<file path="config.mk">
export PLATFORM = sky130hd
export DESIGN_NAME = ucd_uart
export DESIGN_NICKNAME = d
export VERILOG_FILES = /design/src/verilog/ucd_uart.v
export VERILOG_INCLUDE_DIRS = /design/src /design/src/shared
export SDC_FILE = /design/constraint.sdc
export NUM_CORES = 1
export LEC_CHECK = 0
export ABC_AREA = 0
export ABC_CLOCK_PERIOD_IN_PS = 9120
export BUFFER_PORTS_ARGS = -buffer_cell sky130_fd_sc_hd__buf_2
export CAP_MARGIN = 15
export CORE_AREA = 2 2 157 159
export CTS_BUF_LIST = sky130_fd_sc_hd__clkbuf_16
export DETAILED_ROUTE_END_ITERATION = 10
export DIE_AREA = 0 0 159 161
export PLACE_DENSITY = 0.58
export SYNTH_ARGS = -nofsm -noshare
export SYNTH_HDL_FRONTEND = slang
export SYNTH_SLANG_ARGS = --single-unit
</file>
<file path="constraint.sdc">
create_clock -name clk -period 9.12 [get_ports clk]
set_input_delay 0.456 -clock clk [delete_from_list [all_inputs] [get_ports clk]]
set_output_delay 0.456 -clock clk [all_outputs]
set_load 0.05 [all_outputs]
</file>
<file path="src/shared/ucd_defs.vh">
// Register map, field positions and reset values of the serial port block.
`ifndef UCD_DEFS_VH
`define UCD_DEFS_VH
// Register byte offsets on the APB bus.
`define UCD_OFF_CTRL1   8'h00
`define UCD_OFF_CTRL2   8'h04
`define UCD_OFF_CTRL3   8'h08
`define UCD_OFF_DATA    8'h0C
`define UCD_OFF_BAUDH   8'h10
`define UCD_OFF_BAUDL   8'h14
`define UCD_OFF_FRAC    8'h18
`define UCD_OFF_STATUS  8'h1C
// First control register fields.
`define UCD_C1_GLOBAL   7
`define UCD_C1_NINE     6
`define UCD_C1_TX9      0
// Second control register fields.
`define UCD_C2_TXON     7
`define UCD_C2_RXON     6
`define UCD_C2_STOP_COUNT_SELECT    5
`define UCD_C2_ADDR     4
`define UCD_C2_WAKE     3
`define UCD_C2_RIE      2
`define UCD_C2_TX_IDLE_IRQ_ON     1
`define UCD_C2_TX_EMPTY_IRQ_ON     0
// Third control register field.
`define UCD_C3_SWM      0
// Fraction register fields.
`define UCD_FR_MOD_HI   5
`define UCD_FR_MOD_LO   3
`define UCD_FR_RANGE    2
// Status register fields.
`define UCD_ST_EMPTY    0
`define UCD_ST_IDLE     1
`define UCD_ST_READY    2
`define UCD_ST_OVR      3
`define UCD_ST_RX9      4
`define UCD_ST_WAKE     5
`define UCD_ST_IRQ      6
// Reset values.
`define UCD_RST_BYTE    8'h00
`define UCD_RST_WORD    32'h00000000
// Frame bit counts: start plus eight data plus one stop.
`define UCD_FRAME_BASE  4'hA
`define UCD_RX_LAST8    4'h9
`endif

</file>
<file path="src/verilog/ucd_uart.v">
// Serial port control, baud divider and character engine with APB registers.
//
// Overview of operation
// - Clearing transmitter enable aborts sending, empties the buffer, floats TX.
// - TX pin is driven only while transmitter and port enables are both set.
// - Clearing receiver enable aborts reception, clears ready and overrun flags; RX/TX is then driven if single-wire and transmitter are on.
// - Receiver owns RX/TX only while receiver and port enables are both set.
// - Stop select zero sends one stop bit, one sends two.
// - With address detection, a word whose top bit is one is kept and signalled.
// - With address detection, a word whose top bit is zero is dropped silently.
// - Port clock off and wake bit set: falling RX/TX edge raises wake request.
// - No wake request while port clock runs or wake bit is clear.
// - Receive enable lets overrun or data-ready raise the port request.
// - Idle enable lets the transmitter idle flag raise the port request.
// - Empty enable lets the transmit empty flag raise the port request.
// - Single-wire off uses RX/TX only for receiving; on, per enables.
// - Single-wire with both enables set keeps RX/TX as receiver input.
// - One shared data byte: writes send, reads return the received byte.
// - Bit period comes from the sixteen-bit divisor plus modulation eighths.
// - Port disable empties buffers, resets counters, clears receive flags and both engine enables.
// - Modulation adds into an accumulator; each carry adds one clock to a bit.
`timescale 1ns/1ps
`include "ucd_defs.vh"

// Bit timer: counts one bit period, stretched by modulation carries.
module ucd_bit_timer #(
    parameter DW = 16
) (
    input  wire          clk,
    input  wire          rst,
    input  wire          run,
    input  wire [DW-1:0] divisor,
    input  wire [2:0]    fraction_modulation,
    output wire          tick,
    output wire          mid
);
    reg  [DW:0] cnt_reg;
    reg  [2:0]  acc_reg;
    reg         carry_reg;
    wire [DW:0] len;
    wire [3:0]  sum;

    // Current bit length is the divisor plus the carry won for this bit.
    assign len  = {1'b0, divisor} + {{DW{1'b0}}, carry_reg};
    assign sum  = {1'b0, acc_reg} + {1'b0, fraction_modulation};
    assign tick = run && (cnt_reg == len - {{DW{1'b0}}, 1'b1});
    assign mid  = run && (cnt_reg == {1'b0, len[DW:1]});

    // The accumulator restarts with each frame so the first bit has no carry.
    always @(posedge clk or posedge rst)
    begin
        if (rst)
        begin
            cnt_reg   <= {(DW+1){1'b0}};
            acc_reg   <= 3'h0;
            carry_reg <= 1'b0;
        end
        else if (!run)
        begin
            cnt_reg   <= {(DW+1){1'b0}};
            acc_reg   <= fraction_modulation;
            carry_reg <= 1'b0;
        end
        else if (tick)
        begin
            cnt_reg   <= {(DW+1){1'b0}};
            acc_reg   <= sum[2:0];
            carry_reg <= sum[3];
        end
        else
        begin
            cnt_reg <= cnt_reg + {{DW{1'b0}}, 1'b1};
        end
    end
endmodule // ucd_bit_timer

// Top: APB register slave, transmitter, receiver and pin control.
module ucd_uart #(
    parameter DIV_W = 16
) (
    input  wire        clk,
    input  wire        rst,
    input  wire        psel,
    input  wire        penable,
    input  wire        pwrite,
    input  wire [7:0]  paddr,
    input  wire [31:0] pwdata,
    output reg  [31:0] prdata,
    output reg         pready,
    output reg         pslverr,
    input  wire        rxtx_in,
    output reg         rxtx_out,
    output reg         rxtx_oe,
    output reg         tx_out,
    output reg         tx_oe,
    input  wire        port_clock_off,
    output reg         irq_request
);
    reg              port_global_on_reg;
    reg              nine_bit_select_reg;
    reg              tx_ninth_reg;
    reg  [7:0]       serial_control_two_reg;
    reg              single_wire_on_reg;
    reg  [7:0]       baud_divisor_high_reg;
    reg  [7:0]       baud_divisor_low_reg;
    reg  [DIV_W-1:0] divisor_reg;
    reg  [2:0]       fraction_modulation_reg;
    reg              divisor_range_select_reg;
    reg              overrun_flag_reg;
    reg              receive_ready_flag_reg;
    reg              received_ninth_bit_reg;
    reg              wake_flag_reg;
    reg  [7:0]       rx_data_reg;
    reg  [8:0]       tx_buf_reg;
    reg              tx_full_reg;
    reg  [11:0]      tx_shift_reg;
    reg  [3:0]       tx_left_reg;
    reg              tx_busy_reg;
    reg              rx_busy_reg;
    reg  [3:0]       rx_cnt_reg;
    reg  [8:0]       rx_shift_reg;
    reg              rx_s1_reg;
    reg              rx_s2_reg;
    reg              rx_s3_reg;
    reg              off_s1_reg;
    reg              off_s2_reg;
    reg  [31:0]      rd_next;
    reg              hit_next;
    wire             access;
    wire             wr;
    wire             rd;
    wire             tx_en;
    wire             rx_en;
    wire             tx_idle;
    wire             tx_tick;
    wire             rx_mid;
    wire             rx_fall;
    wire [3:0]       rx_last;
    wire             rx_addr_bit;
    wire [7:0]       rx_word;
    wire [7:0]       c2;

    assign c2 = serial_control_two_reg;

    // A request is taken at the edge where the access phase sees pready.
    assign access = psel && penable && pready;
    assign wr     = access && pwrite;
    assign rd     = access && !pwrite;

    // Engines run only with the port enabled and their own enable set.
    assign tx_en   = port_global_on_reg && c2[`UCD_C2_TXON];
    assign rx_en   = port_global_on_reg && c2[`UCD_C2_RXON];
    assign tx_idle = !tx_full_reg && !tx_busy_reg;
    assign rx_fall = rx_s3_reg && !rx_s2_reg;

    // The address bit is the top received bit in both word sizes.
    assign rx_last     = nine_bit_select_reg ? `UCD_FRAME_BASE : `UCD_RX_LAST8;
    assign rx_addr_bit = rx_shift_reg[8];
    assign rx_word     = nine_bit_select_reg ? rx_shift_reg[7:0] : rx_shift_reg[8:1];

    // Separate timers let the receiver resync on each start edge.
    ucd_bit_timer #(
        .DW(DIV_W)
    ) u_tx_timer (
        .clk     (clk),
        .rst     (rst),
        .run     (tx_busy_reg),
        .divisor (divisor_reg),
        .fraction_modulation    (fraction_modulation_reg),
        .tick    (tx_tick),
        .mid     ()
    );

    ucd_bit_timer #(
        .DW(DIV_W)
    ) u_rx_timer (
        .clk     (clk),
        .rst     (rst),
        .run     (rx_busy_reg),
        .divisor (divisor_reg),
        .fraction_modulation    (fraction_modulation_reg),
        .tick    (),
        .mid     (rx_mid)
    );

    // Two-stage synchronisers for the line and the clock-off indication.
    always @(posedge clk or posedge rst)
    begin
        if (rst)
        begin
            rx_s1_reg  <= 1'b1;
            rx_s2_reg  <= 1'b1;
            rx_s3_reg  <= 1'b1;
            off_s1_reg <= 1'b0;
            off_s2_reg <= 1'b0;
        end
        else
        begin
            rx_s1_reg  <= rxtx_in;
            rx_s2_reg  <= rx_s1_reg;
            rx_s3_reg  <= rx_s2_reg;
            off_s1_reg <= port_clock_off;
            off_s2_reg <= off_s1_reg;
        end
    end

    // Read data selection and address decode.
    always @*
    begin
        rd_next  = `UCD_RST_WORD;
        hit_next = 1'b1;
        case (paddr)
            `UCD_OFF_CTRL1:
                rd_next[7:0] = {port_global_on_reg, nine_bit_select_reg,
                                5'h00, tx_ninth_reg};
            `UCD_OFF_CTRL2:  rd_next[7:0] = c2;
            `UCD_OFF_CTRL3:  rd_next[`UCD_C3_SWM] = single_wire_on_reg;
            `UCD_OFF_DATA:   rd_next[7:0] = rx_data_reg;
            `UCD_OFF_BAUDH:  rd_next[7:0] = baud_divisor_high_reg;
            `UCD_OFF_BAUDL:  rd_next[7:0] = baud_divisor_low_reg;
            `UCD_OFF_FRAC:
            begin
                rd_next[`UCD_FR_MOD_HI:`UCD_FR_MOD_LO] = fraction_modulation_reg;
                rd_next[`UCD_FR_RANGE] = divisor_range_select_reg;
            end
            `UCD_OFF_STATUS:
                rd_next[7:0] = {1'b0, irq_request, wake_flag_reg,
                                received_ninth_bit_reg, overrun_flag_reg,
                                receive_ready_flag_reg, tx_idle, !tx_full_reg};
            default:         hit_next = 1'b0;
        endcase
    end

    // APB answer: one wait state, then pready with data or an error.
    always @(posedge clk or posedge rst)
    begin
        if (rst)
        begin
            pready  <= 1'b0;
            pslverr <= 1'b0;
            prdata  <= `UCD_RST_WORD;
        end
        else
        begin
            pready  <= psel && penable && !pready;
            pslverr <= psel && penable && !pready && !hit_next;
            if (psel && penable && !pready)
                prdata <= pwrite ? `UCD_RST_WORD : rd_next;
        end
    end

    // Control registers; port disable clears both engine enables.
    always @(posedge clk or posedge rst)
    begin
        if (rst)
        begin
            port_global_on_reg       <= 1'b0;
            nine_bit_select_reg      <= 1'b0;
            tx_ninth_reg             <= 1'b0;
            serial_control_two_reg   <= `UCD_RST_BYTE;
            single_wire_on_reg       <= 1'b0;
            baud_divisor_high_reg    <= `UCD_RST_BYTE;
            baud_divisor_low_reg     <= `UCD_RST_BYTE;
            divisor_reg              <= {DIV_W{1'b0}};
            fraction_modulation_reg  <= 3'h0;
            divisor_range_select_reg <= 1'b0;
        end
        else
        begin
            if (wr && paddr == `UCD_OFF_CTRL1)
            begin
                port_global_on_reg  <= pwdata[`UCD_C1_GLOBAL];
                nine_bit_select_reg <= pwdata[`UCD_C1_NINE];
                tx_ninth_reg        <= pwdata[`UCD_C1_TX9];
            end
            if (wr && paddr == `UCD_OFF_CTRL2)
                serial_control_two_reg <= pwdata[7:0];
            else if (!port_global_on_reg)
            begin
                serial_control_two_reg[`UCD_C2_TXON] <= 1'b0;
                serial_control_two_reg[`UCD_C2_RXON] <= 1'b0;
            end
            if (wr && paddr == `UCD_OFF_CTRL3)
                single_wire_on_reg <= pwdata[`UCD_C3_SWM];
            if (wr && paddr == `UCD_OFF_BAUDL)
                baud_divisor_low_reg <= pwdata[7:0];
            if (wr && paddr == `UCD_OFF_BAUDH)
            begin
                baud_divisor_high_reg <= pwdata[7:0];
                divisor_reg <= {pwdata[7:0], baud_divisor_low_reg};
            end
            if (wr && paddr == `UCD_OFF_FRAC)
            begin
                fraction_modulation_reg  <= pwdata[`UCD_FR_MOD_HI:`UCD_FR_MOD_LO];
                divisor_range_select_reg <= pwdata[`UCD_FR_RANGE];
            end
        end
    end

    // Transmit buffer and shifter; a disabled transmitter drops everything.
    always @(posedge clk or posedge rst)
    begin
        if (rst)
        begin
            tx_buf_reg   <= 9'h000;
            tx_full_reg  <= 1'b0;
            tx_shift_reg <= 12'hFFF;
            tx_left_reg  <= 4'h0;
            tx_busy_reg  <= 1'b0;
        end
        else if (!tx_en)
        begin
            tx_full_reg  <= 1'b0;
            tx_busy_reg  <= 1'b0;
            tx_shift_reg <= 12'hFFF;
            tx_left_reg  <= 4'h0;
        end
        else
        begin
            if (!tx_busy_reg && tx_full_reg)
            begin
                tx_full_reg  <= 1'b0;
                tx_busy_reg  <= 1'b1;
                tx_shift_reg <= {2'b11, nine_bit_select_reg ? tx_buf_reg[8] : 1'b1,
                                 tx_buf_reg[7:0], 1'b0};
                tx_left_reg  <= `UCD_FRAME_BASE
                              + {3'h0, nine_bit_select_reg}
                              + {3'h0, c2[`UCD_C2_STOP_COUNT_SELECT]};
            end
            else if (tx_tick)
            begin
                tx_shift_reg <= {1'b1, tx_shift_reg[11:1]};
                tx_left_reg  <= tx_left_reg - 4'h1;
                if (tx_left_reg == 4'h1)
                    tx_busy_reg <= 1'b0;
            end
            if (wr && paddr == `UCD_OFF_DATA)
            begin
                tx_buf_reg  <= {tx_ninth_reg, pwdata[7:0]};
                tx_full_reg <= 1'b1;
            end
        end
    end

    // Receiver: start edge, mid-bit samples, address filter and overrun.
    always @(posedge clk or posedge rst)
    begin
        if (rst)
        begin
            rx_busy_reg            <= 1'b0;
            rx_cnt_reg             <= 4'h0;
            rx_shift_reg           <= 9'h000;
            overrun_flag_reg       <= 1'b0;
            receive_ready_flag_reg <= 1'b0;
            received_ninth_bit_reg <= 1'b0;
        end
        else if (!rx_en)
        begin
            rx_busy_reg            <= 1'b0;
            rx_cnt_reg             <= 4'h0;
            overrun_flag_reg       <= 1'b0;
            receive_ready_flag_reg <= 1'b0;
        end
        else
        begin
            if (rd && paddr == `UCD_OFF_DATA)
            begin
                receive_ready_flag_reg <= 1'b0;
                overrun_flag_reg       <= 1'b0;
            end
            if (!rx_busy_reg)
            begin
                rx_cnt_reg <= 4'h0;
                if (rx_fall)
                    rx_busy_reg <= 1'b1;
            end
            else if (rx_mid)
            begin
                rx_cnt_reg <= rx_cnt_reg + 4'h1;
                if (rx_cnt_reg == 4'h0 && rx_s2_reg)
                    rx_busy_reg <= 1'b0;
                else if (rx_cnt_reg != rx_last)
                    rx_shift_reg <= {rx_s2_reg, rx_shift_reg[8:1]};
                else
                begin
                    rx_busy_reg <= 1'b0;
                    if (c2[`UCD_C2_ADDR] && !rx_addr_bit)
                        rx_busy_reg <= 1'b0;
                    else if (receive_ready_flag_reg
                             && !(rd && paddr == `UCD_OFF_DATA))
                        overrun_flag_reg <= 1'b1;
                    else
                    begin
                        receive_ready_flag_reg <= 1'b1;
                        received_ninth_bit_reg <= rx_shift_reg[8];
                    end
                end
            end
        end
    end

    // Received byte keeps no reset value.
    always @(posedge clk)
    begin
        if (rx_en && rx_busy_reg && rx_mid && rx_cnt_reg == rx_last
                 && !(c2[`UCD_C2_ADDR] && !rx_addr_bit)
                 && !(receive_ready_flag_reg && !(rd && paddr == `UCD_OFF_DATA)))
            rx_data_reg <= rx_word;
    end

    // Wake request: only with the port clock off and the wake bit set.
    always @(posedge clk or posedge rst)
    begin
        if (rst)
            wake_flag_reg <= 1'b0;
        else if (off_s2_reg && c2[`UCD_C2_WAKE] && rx_fall)
            wake_flag_reg <= 1'b1;
        else if (wr && paddr == `UCD_OFF_STATUS && pwdata[`UCD_ST_WAKE])
            wake_flag_reg <= 1'b0;
    end

    // Port request combines each flag gated by its enable; receive enable gates overrun, ready and wake.
    always @(posedge clk or posedge rst)
    begin
        if (rst)
            irq_request <= 1'b0;
        else
            irq_request <= (c2[`UCD_C2_RIE] && (overrun_flag_reg
                                                 || receive_ready_flag_reg))
                         || (c2[`UCD_C2_TX_IDLE_IRQ_ON] && tx_idle)
                         || (c2[`UCD_C2_TX_EMPTY_IRQ_ON] && !tx_full_reg)
                         || (c2[`UCD_C2_RIE] && wake_flag_reg);
    end

    // Pin drive: TX from the shifter; RX/TX transmits only in single-wire.
    always @(posedge clk or posedge rst)
    begin
        if (rst)
        begin
            tx_out   <= 1'b1;
            tx_oe    <= 1'b0;
            rxtx_out <= 1'b1;
            rxtx_oe  <= 1'b0;
        end
        else
        begin
            tx_out   <= tx_busy_reg ? tx_shift_reg[0] : 1'b1;
            tx_oe    <= tx_en;
            rxtx_out <= tx_busy_reg ? tx_shift_reg[0] : 1'b1;
            rxtx_oe  <= single_wire_on_reg && tx_en
                        && !c2[`UCD_C2_RXON];
        end
    end
endmodule // ucd_uart

</file>
==> flow_summary_export.csv <==
group,metric,value,unit
clock_tree,clock_latency,0.44,ns
clock_tree,cts_hold_buf,0,
status,outcome,"finished, final reports clean",
pwr,comb_power_share,0.042,
setup_path,crit_buf_inv,0,
global_route,gr-total-overflow,0,
setup_path,critPathTopFamily,"simple AND/OR/NAND/NOR gates",
place,dpl_cell_area,9750,sq um
timing,fin_crit,4.31,ns
logic_synthesis,ys_seq_area_frac,0.409,
clock_tree,cts_buffers,17,
route,antenna_left,0,
global_route,grt_util_all_layers,0.182,
global_route,first_global_vias,6746,
logic_synthesis,ys_warn_count,0,
final_layout,final_area,10400,sq um
clock_tree,cts_root_buf,"clkbuf_16",
logic_synthesis,syn_area,9450,sq um
route,first_pass_iters,5,
pwr,p_leak,4.48,nW
logic_synthesis,async_reset_ff_frac,0.947,
global_route,antenna_found_initial,0,
timing,worst_slew_pin_slew,0.960,ns
clock_tree,cts-resized-gates,0,
pwr,max-vdd-ir-drop,107,uV
setup_path,r2r_slack,4.81,ns
min_path,hold_path_class,"primary input to asynchronous set/reset pin",
floorplanning,core-area,24000,sq um
pwr,p_int,1.07,mW
pwr,p_sw,0.419,mW
setup_path,path_max_fanout,17,
place,port_buffers,37,
timing,period_share,0.473,
pwr,powerDensity,143,nW/um^2
route,via_per_inst,5.31,
logic_synthesis,synth_flop_cell,"dfrtp_1",
final_layout,antennaDiodeCount,0,
timing,setup_tns,0,ns
floorplanning,placementRows,57,
logic_synthesis,yosys.cell_types.count,73,
floorplanning,ios,86,
final_layout,multi_input_area,5130,sq um
setup_path,cp.arrival,4.59,ns
logic_synthesis,syn_inst,961,
place,place_inst,1272,
pwr,pwr-share-clk,0.499,
route,wl_per_cell,17.2,um
setup_path,crit_slowest_cell,"dfrtp_1",
setup_path,worst_ep_required_time,9.39,ns
logic_synthesis,synth-edff-count,8,
timing,rsz0062_at_grt,"no",
clock_tree,cts_tree,"done",
final_layout,final_cells,1305,
clock_tree,postCtsSetupBuffers,0,
final_layout,area_growth,10.0,%
timing,hold_viol_final,0,
route,drt_iter0_markers,481,
place,dpl.hpwl,16.3,mm
global_route,grt_max_degree,76,
floorplanning,die_y,161,um
timing,slew-limit-headroom,0.360,
floorplanning,dieArea,25600,sq um
timing,skew,0.0237,ns
setup_path,end_kind,"register",
final_layout,layout-drive-gt1-share,0.172,
setup_path,critical-path-max-stage-delay,0.73,ns
timing,maxSlewViolCount,0,
global_route,grt_pass1_wl,37.0,mm
final_layout,nFillCells,2368,
clock_tree,htreeDepth,4,
setup_path,worstPathCellList,"nand4_1 > or4_1 > xor2_1 > nand4_1 > or2_1 > or4_1 > o31a_1 > o31ai_4 > nor2_1",
logic_synthesis,syn_area_per_cell,9.83,sq um
clock_tree,path_clk_slew,0.08,ns
floorplanning,fp.dieW,159,um
flow_run,drv_cap,0,
clock_tree,clkSinkCount,152,
floorplanning,initial_utilization,0.394,
pwr,seqPwrFrac,0.459,
clock_tree,clk_path_buf_depth,2,
route,totalWireLength,22.5,mm
timing,clock.fmax,232,MHz
timing,setup_ws,4.81,ns
setup_path,worstSetupPathType,"register to register",
timing,whs,0.108,ns
place,gp_congestion,0.831,
place,dpl_worst_slack,4.52,ns
timing,setup_violations,0,
final_layout,regArea,3860,sq um
route,vias,6924,
logic_synthesis,synth_seq_cells,152,
final_layout,finalNetCount,1035,
setup_path,startpoint_type,"register",
route,drc,0,
pwr,p_sw_frac,0.281,
-- layer usage --
layer,vias to the layer above,part of all wire,global-route usage
li1,3376,-,-
met1,3395,0.48,0.255
met2,142,0.47,0.292
met3,11,0.041,0.0390
met4,0,0.0079,0.0368
met5,-,0,0
-- kinds of logic after synthesis --
family | count (synthesis) | synth area share
and+or+nand+nor | 344 | 0.183
DFF | 152 | 0.409
AOI/OAI and AO/OA | 143 | 0.107
buffers and inverters | 114 | 0.0581
xor gates and xnor gates | 107 | 0.121
muxes | 80 | 0.0935
adders and majority gates | 20 | 0.0281
other | 1 | 0.000397
-- layout by cell type (no fill, tap or decap), drive strengths merged, types with 4 or more instances in the layout --
cell type / count
nand3: 46
inv: 44
clkbuf: 18
nor2: 89
xnor2: 52
nand2: 90
and2: 8
nor3: 21
a221oi: 5
xnor3: 13
or2: 4
dfstp: 14
mux2: 66
conb: 24
ha: 18
nand3b: 6
clkinv: 8
nand4: 16
a21oi: 16
a211oi: 9
and3: 16
xor2: 40
nor4b: 5
o31ai: 13
a31oi: 12
nor4: 9
a22o: 4
o21ai: 45
buf: 41
and4: 9
mux2i: 14
dfrtp: 130
edfxtp: 8
nor3b: 6
or4: 5
o2111ai: 5
-- synthesized netlist by cell type (all sizes together), types with 6 or more instances --
| master | instances | area share |
|---|---|---|
| mux2 | 66 | 0.079 |
| xnor2 | 52 | 0.048 |
| nor3 | 21 | 0.011 |
| xnor3 | 13 | 0.031 |
| nand4 | 16 | 0.011 |
| dfstp | 14 | 0.039 |
| nor2 | 89 | 0.035 |
| nor4 | 9 | 0.0066 |
| edfxtp | 8 | 0.025 |
| o21ai | 45 | 0.024 |
| a21oi | 16 | 0.0085 |
| buf | 46 | 0.031 |
| o31ai | 13 | 0.012 |
| nand2 | 90 | 0.037 |
| and4 | 9 | 0.0083 |
| nand3b | 6 | 0.0048 |
| nor3b | 6 | 0.0060 |
| nand3 | 46 | 0.024 |
| clkbuf | 31 | 0.012 |
| xor2 | 40 | 0.037 |
| and2 | 8 | 0.0053 |
| and3 | 16 | 0.011 |
| a31oi | 12 | 0.0079 |
| ha | 18 | 0.024 |
| dfrtp | 130 | 0.34 |
| a211oi | 9 | 0.0077 |
| mux2i | 14 | 0.015 |
| inv | 37 | 0.015 |
-- path summary, 6_finish.rpt --
kind,end,startpoint,cells past startpoint
worst max-delay path,u_rx_timer.cnt_reg[4],divisor_reg[4],9
worst min-delay path,rx_cnt_reg[1],rst,2
worst max register to register,u_rx_timer.cnt_reg[4],divisor_reg[4],9
worst min register to register,off_s2_reg,off_s1_reg,0
max in group asynchronous,u_tx_timer.cnt_reg[0],rst,3
min in group clk,rx_s1_reg,rxtx_in,1
-- stage by stage --
stage / total power, mW / utilization
2_1_floorplan: 0.750 / -
3_3_place_gp: 0.761 / 0.407
3_5_place_dp: 0.761 / 0.407
4_1_cts: 1.51 / 0.434
5_1_grt: 1.54 / 0.434
6_report: 1.49 / 0.434
-- cell type report --
class | instances | area share
well taps | 324 | 0.0390
inverters | 37 | 0.0138
clock buffers | 17 | 0.0409
multi-input cells | 718 | 0.493
repair buffers | 42 | 0.0214
clock inverters | 15 | 0.0201
flip-flops and latches | 152 | 0.371
-- power groups by stage --
stage | sequential [mW] | clock (mW) | combinational, mW
floorplan | 0.698 | 0 | 0.0529
global placement | 0.697 | 0 | 0.0634
detailed placement | 0.697 | 0 | 0.0635
CTS | 0.684 | 0.758 | 0.0637
global route | 0.684 | 0.790 | 0.0685
finish | 0.684 | 0.745 | 0.0625
(Power assumes the default switching activity.)
